$ cat src/hdl/mppio_pkg.sv
// ****************************************************************
// parallel port constants
// ****************************************************************
package mppio_pkg;
    // number of multiplexed pins
    localparam int unsigned PIN_COUNT = 16;
    // register offsets from the module base address
    localparam logic [11:0] OFS_PIN_FUNCTION_SELECT = 12'h004;
    localparam logic [11:0] OFS_PORT_DIRECTION      = 12'h244;
    localparam logic [11:0] OFS_PORT_DATA           = 12'h248;
    // reset values
    localparam logic [15:0] RST_PIN_FUNCTION_SELECT = 16'h0000;
    localparam logic [15:0] RST_PORT_DIRECTION      = 16'h0000;
    localparam logic [15:0] RST_PORT_DATA           = 16'h0000;
    // field positions inside the function select word
    localparam int unsigned FLD_ADDR_LSB   = 8;
    localparam int unsigned FLD_TIP        = 7;
    localparam int unsigned FLD_DMA_REQUEST_IN_LSB   = 5;
    localparam int unsigned FLD_TMOD_LSB   = 2;
    localparam int unsigned FLD_TTYPE_LSB  = 0;
    // transfer modifier value during cpu space transfers
    localparam logic [2:0]  TMOD_CPU_SPACE = 3'h0;
    // synchroniser depth
    localparam int unsigned SYNC_STAGES    = 2;
endpackage

$ cat src/hdl/mppio_port.sv
`timescale 1ns/1ns
`default_nettype none
// Overview of operation
// - select bit 0 port, 1 alternate
// - bits 15..8 pick address 31..24
// - pins 15..10 configurable independently of 9..8
// - bit 7 picks transfer-in-progress output
// - transfer-in-progress follows transfers one clock later, stays high back-to-back
// - bits 6..5 pick dma request inputs
// - bits 4..2 pick modifier or dma acknowledge
// - modifier low cpu space, level on iack
// - bits 1..0 pick transfer type outputs
// - direction 0 input, 1 output
// - direction ignored on alternate pins
// - data register ignored on alternate pins
// - input pin read returns sampled level
// - input pin write stores without pin change
// - output pin driven by stored bit, read back
// - data register writable at any time
// - registers reachable by external bus masters
// - sixteen pins, each select, direction, data
module mppio_port
    import mppio_pkg::*;
#(
    parameter int unsigned NPINS = PIN_COUNT // pin count
) (
    input  wire logic             i_clk,
    input  wire logic             i_srst,
    // register access port: internal or external master
    input  wire logic             i_reg_sel,
    input  wire logic             i_reg_wr,
    input  wire logic [11:0]      i_reg_addr,
    input  wire logic [1:0]       i_reg_be,
    input  wire logic [15:0]      i_reg_wdata,
    output logic      [15:0]      o_reg_rdata,
    output logic                  o_reg_ack,
    output logic                  o_reg_err,
    // alternate bus functions from the bus controller
    input  wire logic [7:0]       i_alt_addr_hi,
    input  wire logic             i_bus_xfer_active,
    input  wire logic             i_bus_owned,
    input  wire logic             i_cpu_space,
    input  wire logic             i_int_ack,
    input  wire logic [2:0]       i_int_level,
    input  wire logic [2:0]       i_xfer_modifier,
    input  wire logic [1:0]       i_dma_ack_en,
    input  wire logic [1:0]       i_dma_ack,
    input  wire logic             i_bus_master,
    input  wire logic [1:0]       i_xfer_type,
    output logic      [1:0]       o_dma_request_in,
    output logic      [NPINS-1:0] o_pin_function_select,
    // pad signals
    input  wire logic [NPINS-1:0] i_port_pin,
    output logic      [NPINS-1:0] o_port_pin,
    output logic      [NPINS-1:0] o_port_pin_oe
);
    // ************************************************************
    // registers
    // ************************************************************
    logic [NPINS-1:0] sel_q;   // function select
    logic [NPINS-1:0] dir_q;   // direction
    logic [NPINS-1:0] dat_q;   // stored data
    logic [NPINS-1:0] pin_s;   // synchronised pin levels
    logic             tip_q;   // transfer in progress, registered
    logic [15:0]      rdata_q; // read data
    logic             ack_q;   // access answer
    logic             err_q;   // unmapped access

    // ************************************************************
    // address decode
    // ************************************************************
    wire hit_sel = i_reg_addr == OFS_PIN_FUNCTION_SELECT;
    wire hit_dir = i_reg_addr == OFS_PORT_DIRECTION;
    wire hit_dat = i_reg_addr == OFS_PORT_DATA;
    wire hit_any = hit_sel | hit_dir | hit_dat;
    // byte lane write mask
    wire [15:0] be_mask = {{8{i_reg_be[1]}}, {8{i_reg_be[0]}}};
    // access strobes, same path for any bus master
    wire wr_en = i_reg_sel & i_reg_wr;
    wire rd_en = i_reg_sel & ~i_reg_wr;

    // ************************************************************
    // input synchronisers
    // ************************************************************
    genvar g;
    generate
        for (g = 0; g < NPINS; g++) begin : g_sync
            // one two-flop stage per pin
            mppio_sync u_sync (
                .i_clk   (i_clk),
                .i_srst  (i_srst),
                .i_async (i_port_pin[g]),
                .o_sync  (pin_s[g])
            );
        end
    endgenerate

    // ************************************************************
    // readback value for the data register
    // ************************************************************
    // port inputs show the pin, port outputs show the stored bit
    wire [NPINS-1:0] port_in  = ~sel_q & ~dir_q;
    wire [NPINS-1:0] dat_view = (port_in & pin_s) | (~port_in & dat_q);

    // read mux
    wire [15:0] rd_mux = hit_sel ? 16'(sel_q) :
                         hit_dir ? 16'(dir_q) :
                         hit_dat ? 16'(dat_view) : 16'h0000;

    // ************************************************************
    // register writes
    // ************************************************************
    // each register updates per byte lane on a mapped write
    always_ff @(posedge i_clk) begin
        if (i_srst) begin
            sel_q <= NPINS'(RST_PIN_FUNCTION_SELECT);
            dir_q <= NPINS'(RST_PORT_DIRECTION);
            dat_q <= NPINS'(RST_PORT_DATA);
        end else if (wr_en) begin
            if (hit_sel) begin
                // per-bit select, every pin independent
                sel_q <= NPINS'((16'(sel_q) & ~be_mask) | (i_reg_wdata & be_mask));
            end
            if (hit_dir) begin
                dir_q <= NPINS'((16'(dir_q) & ~be_mask) | (i_reg_wdata & be_mask));
            end
            if (hit_dat) begin
                // written regardless of direction or function
                dat_q <= NPINS'((16'(dat_q) & ~be_mask) | (i_reg_wdata & be_mask));
            end
        end
    end

    // ************************************************************
    // bus answer
    // ************************************************************
    // one cycle answer after each selected access
    always_ff @(posedge i_clk) begin
        if (i_srst) begin
            ack_q   <= 1'b0;
            err_q   <= 1'b0;
            rdata_q <= 16'h0000;
        end else begin
            ack_q   <= i_reg_sel & hit_any;
            err_q   <= i_reg_sel & ~hit_any;
            // reads capture data; else hold last value
            if (rd_en) begin
                rdata_q <= rd_mux;
            end
        end
    end

    assign o_reg_ack   = ack_q;
    assign o_reg_err   = err_q;
    assign o_reg_rdata = rdata_q;

    // ************************************************************
    // transfer in progress
    // ************************************************************
    // high the cycle after a transfer cycle, low the cycle after an idle one
    always_ff @(posedge i_clk) begin
        if (i_srst) begin
            tip_q <= 1'b0;
        end else begin
            tip_q <= i_bus_xfer_active;
        end
    end

    // ************************************************************
    // alternate function values, one bit per pin
    // ************************************************************
    // transfer modifier: low on cpu space, level on interrupt ack
    wire [2:0] tmod = i_int_ack   ? i_int_level :
                      i_cpu_space ? TMOD_CPU_SPACE : i_xfer_modifier;
    // two modifier lines may act as dma acknowledges
    wire [2:0] tmod_out = {tmod[2],
                           i_dma_ack_en[1] ? i_dma_ack[1] : tmod[1],
                           i_dma_ack_en[0] ? i_dma_ack[0] : tmod[0]};

    // alternate output values and enables
    wire [15:0] alt_val = {i_alt_addr_hi, tip_q, 2'b00, tmod_out, i_xfer_type};
    wire [15:0] alt_oe  = {8'hFF,
                           i_bus_owned,
                           2'b00,
                           3'b111,
                           {2{i_bus_master}}};

    // ************************************************************
    // pin drivers
    // ************************************************************
    // select bit picks port or alternate function per pin
    wire [NPINS-1:0] port_oe = ~sel_q & dir_q;
    assign o_port_pin    = (sel_q & NPINS'(alt_val)) |
                           (~sel_q & dat_q);
    assign o_port_pin_oe = (sel_q & NPINS'(alt_oe)) | port_oe;

    // dma request inputs, active only while selected
    assign o_dma_request_in = {pin_s[FLD_DMA_REQUEST_IN_LSB] & sel_q[FLD_DMA_REQUEST_IN_LSB],
                               pin_s[FLD_DMA_REQUEST_IN_LSB+1] & sel_q[FLD_DMA_REQUEST_IN_LSB+1]};

    assign o_pin_function_select = sel_q;
endmodule
`default_nettype wire

$ cat src/hdl/mppio_sync.sv
`timescale 1ns/1ns
`default_nettype none
// ****************************************************************
// two-flop level synchroniser, one bit
// ****************************************************************
module mppio_sync (
    input  wire logic i_clk,
    input  wire logic i_srst,
    input  wire logic i_async,
    output logic      o_sync
);
    logic meta_q; // first stage, read only by the second
    logic sync_q; // second stage

    // two stage shift
    always_ff @(posedge i_clk) begin
        if (i_srst) begin
            meta_q <= 1'b0;
            sync_q <= 1'b0;
        end else begin
            meta_q <= i_async;
            sync_q <= meta_q;
        end
    end

    assign o_sync = sync_q;
endmodule
`default_nettype wire

$ cat config.mk
export PLATFORM = sky130hd
export DESIGN_NAME = mppio_port
export DESIGN_NICKNAME = d
export VERILOG_FILES = /design/src/hdl/mppio_pkg.sv /design/src/hdl/mppio_port.sv /design/src/hdl/mppio_sync.sv
export SDC_FILE = /design/constraint.sdc
export NUM_CORES = 1
export LEC_CHECK = 0
export ABC_CLOCK_PERIOD_IN_PS = 5960
export BUFFER_PORTS_ARGS = -buffer_cell sky130_fd_sc_hd__buf_2
export CELL_PAD_IN_SITES_DETAIL_PLACEMENT = 2
export CELL_PAD_IN_SITES_GLOBAL_PLACEMENT = 2
export CORE_MARGIN = 4
export CORE_UTILIZATION = 33
export DETAILED_ROUTE_END_ITERATION = 10
export PLACE_DENSITY_LB_ADDON = 0.05
export SETUP_SLACK_MARGIN = 0.5
export SLEW_MARGIN = 20
export SYNTH_ARGS = -nofsm -noshare
export SYNTH_HDL_FRONTEND = slang
export SYNTH_SLANG_ARGS = --single-unit
$ cat constraint.sdc
create_clock -name i_clk -period 5.96 [get_ports i_clk]
set_input_delay 1.49 -clock i_clk [delete_from_list [all_inputs] [get_ports i_clk]]
set_output_delay 1.49 -clock i_clk [all_outputs]
set_load 0.02 [all_outputs]
# --- Yosys cells after proc, flatten, opt, wreduce, memory -nomap -nowiden ---
# Index checks and enable logic that the tools add are counted.
totals:
  reg_bits: 99
  out_inout_bits: 68
  word_cells: 83
classes:
  n_eq_ne: 3
  muxes: 7
  bitwise: 31
  n_reduce_logical: 3
ops:
  columns: ["operator", "count"]
  rows:
  - ["16-bit AND", 11]
  - ["16-bit OR", 6]
  - ["16-bit NOT", 4]
  - ["16-bit 2-to-1 mux", 3]
  - ["12-bit by 10-bit == test with 1-bit output (second input constant)", 2]
  - ["12-bit by 3-bit == test with 1-bit output (second input constant)", 1]
  - ["1-bit AND", 6]
  - ["3-bit 2-to-1 mux", 2]
  - ["2-bit AND reduction", 3]
  - ["1-bit 2-to-1 mux", 2]
  - ["1-bit NOT", 2]
  - ["1-bit OR", 2]

# --- Depth between registers and ports, before layout ---
logic_depth:
  word_depth: 8
  mapped_depth: 6
  mapped_depth_nobuf: 4

# --- Modules after synthesis ---
# A second synthesis with hierarchy kept.
hier_totals:
  hier_cells: 490
  area_unflattened_um2: 4511.8
modules_own_cells:
  columns: ["module", "n_inst", "cells_per_inst", "area_per_inst_um2", "seq_area_each_um2"]
  rows:
  - ["mppio_port", 1, 426, 3671.0, 1341.3]
  - ["mppio_sync", 16, 4, 52.6, 40.0]

# --- Worst setup path before layout ---
# No wires, ideal clock.
synth_timing:
  kind: "input -> output"
  startpoint: "in i_cpu_space"
  endpoint: "out o_port_pin[4]"
  arrival_time_ns: 2.087
  path_slack_ns: 2.383
  path_stages: 3
  cell_sequence: "nor3b_1 -> a21oi_1 -> a21oi_1"
synth_via:
  elab_chain_len: 4
synth_lines:
  columns: ["item", "line", "text"]
  rows:
  - ["start, declared", "mppio_port.sv:42", "input wire logic i_cpu_space,"]
  - ["3-bit 2-to-1 mux", "mppio_port.sv:174", "i_cpu_space ? TMOD_CPU_SPACE : i_xfer_modifier;"]
  - ["3-bit 2-to-1 mux", "mppio_port.sv:173", "wire [2:0] tmod = i_int_ack ? i_int_level :"]
  - ["16-bit AND", "mppio_port.sv:193", "assign o_port_pin = (sel_q & NPINS'(alt_val)) |"]
  - ["16-bit OR", "mppio_port.sv:193", null]
  - ["end, declared", "mppio_port.sv:54", "output logic [NPINS-1:0] o_port_pin,"]
# No other way between the ends.

# --- Worst setup path after layout ---
layout_timing:
  startpoint: "in i_int_ack"
  endpoint: "out o_port_pin[3]"
layout_via:
  elab_chain_len: 4
layout_lines:
  columns: ["item", "line", "text"]
  rows:
  - ["start, declared", "mppio_port.sv:43", "input wire logic i_int_ack,"]
  - ["3-bit 2-to-1 mux", "mppio_port.sv:173", null]
  - ["1-bit 2-to-1 mux", "mppio_port.sv:177", "i_dma_ack_en[1] ? i_dma_ack[1] : tmod[1],"]
  - ["16-bit AND", "mppio_port.sv:193", null]
  - ["16-bit OR", "mppio_port.sv:193", null]
# No other way between the ends.

==> run summary <==
For this run, the leading register cell type out of synthesis is dfxtp_1. The number of buffers on the longest clock path came out at 2. For the final routed database, the setup TNS stands at 0 ns. The switching part of the total power came out at 0.2123. The routed design uses 6968 um of met2 wire. The number of H-tree levels is 3, and the arrival time at the worst endpoint is 2.33 ns.

Worst-margin pin slew: 1.048 ns. The run finished with clean final reports. TritonCTS built the clock tree. The slowest stage of the critical path belongs to the cell mux2_2. The combinational power share is 0.061. The logs give 143 for the I/O pin count and 0.002830 uW for the reported leakage power. The total met3 wirelength after detailed routing is 579 um. The most numerous cell type found on the critical path is buf_2. Counting flops with a built-in enable in the synthesized netlist gives 0. Measured along the y axis, the die boundary spans 125.0 um. The quantity of hold-fixing buffers added after cts is 0, and the total routing resource utilization after global routing is 0.1856. The number of DRC markers after the initial detailed-route iteration is 104, and the post-layout instance area is 5747 um^2. Excluding fillers, the count of instances in the completed layout stands at 770.

Including well taps, the total number of placed cells is 754. The Yosys step of the flow raised 0 warnings. Setup violations remaining at the end of the flow were counted as 0. Cell internal power was estimated by the tool at 1133 uW. The die outline area came out at 15,630 um^2. Setup repair after global routing left no endpoint under its margin. The synthesis-stage register bit count is 99, and the highest fanout seen on the critical path is 5. The part of the total power dissipated in the clock network was 0.470; the sequential power share was 0.469.

The post-route met1 wirelength is 6472 um, and the clock insertion delay at the later pin of the skew report is 0.35 ns. The share of the core filled with cells in the final layout came out at 0.4305. The logs give 100 for the maximum number of pins on one net before global-route repair and 0.4387 for the share of the yosys chip area belonging to registers.

The proportion of synthesized flip-flops having asynchronous set or reset is 0. In this run the core area contains 42 standard-cell rows. STA puts the critical path data required time at 4.47 ns. Based on the critical path, the design can be clocked at up to 261.7 MHz. The worst setup path is launched from a primary input. The number of instances in the synthesized netlist was 456. The worst slew margin relative to its limit is 0.3012, and the total of fill cells in the finished design is 1,496. The net switching power of the design came out at 305.5 uW. Relative to the synthesized area, the layout overhead comes to 27.19%. The kind of cell with the highest combined delay along the critical path is buffers and inverters. For this run, the slowest stage of the critical path takes 0.26 ns.

Across the VDD grid, the largest voltage drop is 0.0001222 V. The final routed wirelength across all metal layers was 14,140 um; the count of different cell masters after synthesis was 40. 0 antenna diodes ended up in the layout. The detail route stage leaves a number of antenna-violating nets equal to 0.

The share of the clock period used by the worst path came out at 0.6411. The top layer used by detailed routing was met4. Routability-driven placement finished with a final weighted congestion of 0.8056. For this run the aggregate overflow at the end of global routing stands at 0. Buffers placed on the I/O ports in this run total 142. The tools report the kind of capture point of the worst setup path as an output pin.

The CTS clock-pin slew for the worst setup and hold paths is 0.06 ns. Counting I/O delays and the setup requirement, the final critical path takes 3.821 ns. The final max-slew violation count was 0.

For this run, design rule violations remaining after detail routing come to 0. The global-route wire length before repair was 23,230 um. The critical path is of the primary input to output pin type. The average wire per cell in the routed design was 18.36 um. When the netlist entered floorplanning its net count stood at 531. Leaving out fill and tap cells, the most frequent cell in the layout is buf_2. For the total core area, the log shows 13,350 um^2. The via count of the first global-routing pass is 4,281, and the initial antenna violation count is 0. For this run, the post-layout net count is 664. The number of post-CTS setup repair buffers was 0; the fraction of layout cells with a size suffix above 1 was 0.3300.

The type of the tightest min-delay check is flop to flop. From left edge to right edge, the die measures 125.0 um. Dividing the detail-routed via count by the number of cells gives 4.986.

The cell sitting at the root of the clock tree is a clkbuf_16. The tool flagged a number of max-cap violations equal to 0. The routed layout has 3,839 vias.

The run gives 0 as the post-cts gate resize count. Walking the worst path, the cells encountered are buf_2, nor2_1, a22oi_1, o21ai_0, mux2_2, buf_2. Clock tree synthesis inserted a total of 9 buffers.

The total half-perimeter wirelength after legalization and detailed placement is 9957 um, and the initial core utilization is 0.3385. The tools report the clock sink total as 99. In this run the mean area of a mapped cell was 9.908 um^2. Across the routed clock network, the largest skew measured is 0.005642 ns.

The library cells used most frequently in the layout, excluding fill and tap cells, are buf_2 (142), dfxtp_1 (99), nand2b_1 (67). The tightest hold path in the finished design has a slack of 0.4433 ns. The placed instances occupy a cell area of 5399 um^2. The tools report the post-synthesis cell area as 4518 um^2.

The critical path contains buffers and inverters numbering 2 combined. The pre-antenna-repair detailed-routing pass consisted of 4 iterations. The count of endpoints failing hold in the final timing report was 0. Total power density per cell area: 250.4 nW/um^2.
final cells by class:
class | count | area (um^2) | share of cell area
multi-input cells | 323 | 2424 | 0.4217
flip-flops and latches | 99 | 1982 | 0.3449
repair buffers | 146 | 740.7 | 0.1289
clock buffers | 11 | 242.7 | 0.04224
well taps | 176 | 220.2 | 0.03832
clock inverters | 5 | 100.1 | 0.01742
inverters | 10 | 37.54 | 0.006532
stage by stage:
step | setup slack [ns] | total power (uW)
after global routing | 2.011 | 1496
after floorplan | 2.383 | 734.0
after CTS | 2.133 | 1462
after global placement | 2.178 | 775.5
after detailed placement | 2.134 | 778.8
final | 2.139 | 1439
power groups by stage:
stage	Sequential [uW]	Combinational, uW	Clock (uW)
after detailed placement	690	88.8	0
after global placement	690	85.8	0
after CTS	675	89.2	698
after global routing	675	98.1	722
final	675	87.6	676
after floorplan	689	44.8	0
worst register-to-register path, cell delays in order (launching register included):
cell     delay [ns]
dfxtp_1        0.38
or2_2          0.34
mux2_2         0.28
a32oi_1        0.17
o21ai_0        0.12
routing by layer:
metal | GRT usage | vias to the layer above
li1 | - | 1865
met1 | 0.2348 | 1881
met2 | 0.3220 | 84
met3 | 0.04222 | 9
met4 | 0.04401 | 0
met5 | 0 | -
synth_stat cells, types with 2 or more instances:
cell      number  area share
dfxtp_1       99        0.44
nand2b_1      67       0.093
mux2i_1       53        0.12
nor2b_1       38       0.053
clkbuf_1      19       0.016
nor2_1        19       0.016
o21ai_0       19       0.021
mux2_2        17       0.042
o211ai_1      16       0.027
nand2_1       11      0.0091
a22oi_1       10       0.017
inv_1         10      0.0083
a22o_1         8       0.016
and3b_1        8       0.016
nand3_1        8      0.0089
o21a_1         8       0.013
o211a_1        7       0.016
or2_2          5      0.0069
a21oi_1        3      0.0033
a32oi_1        3      0.0058
buf_2          3      0.0033
nand3_2        3      0.0066
and2_1         2      0.0028
nand4_4        2      0.0094
o311a_1        2      0.0044
or3_1          2      0.0028
path summary, 6_finish.rpt:
check / from / to / slack, ns / depth (start not counted)
setup reg to reg: flop / o_reg_rdata[15]$_SDFFE_PP0P_ / 4.54 / 4
hold reg to reg: g_sync[14].u_sync.meta_q$_SDFF_PP0_ / g_sync[14].u_sync.o_sync$_SDFF_PP0_ / 0.44 / 1
hold / removal: g_sync[14].u_sync.meta_q$_SDFF_PP0_ / g_sync[14].u_sync.o_sync$_SDFF_PP0_ / 0.44 / 1
setup / recovery: i_int_ack / o_port_pin[3] / 2.14 / 6
cell families (layout without fill, tap and decap cells):
kind of cell	count (synthesis)	in the layout	synth area share
AO/OA/AOI/OAI	78	78	0.1249
XOR/XNOR	1	1	0.001939
buffers and inverters	34	172	0.03074
flip-flops	99	99	0.4387
multiplexers	70	70	0.1598
AND/OR/NAND/NOR	174	174	0.2440
(Power assumes the default switching activity.)
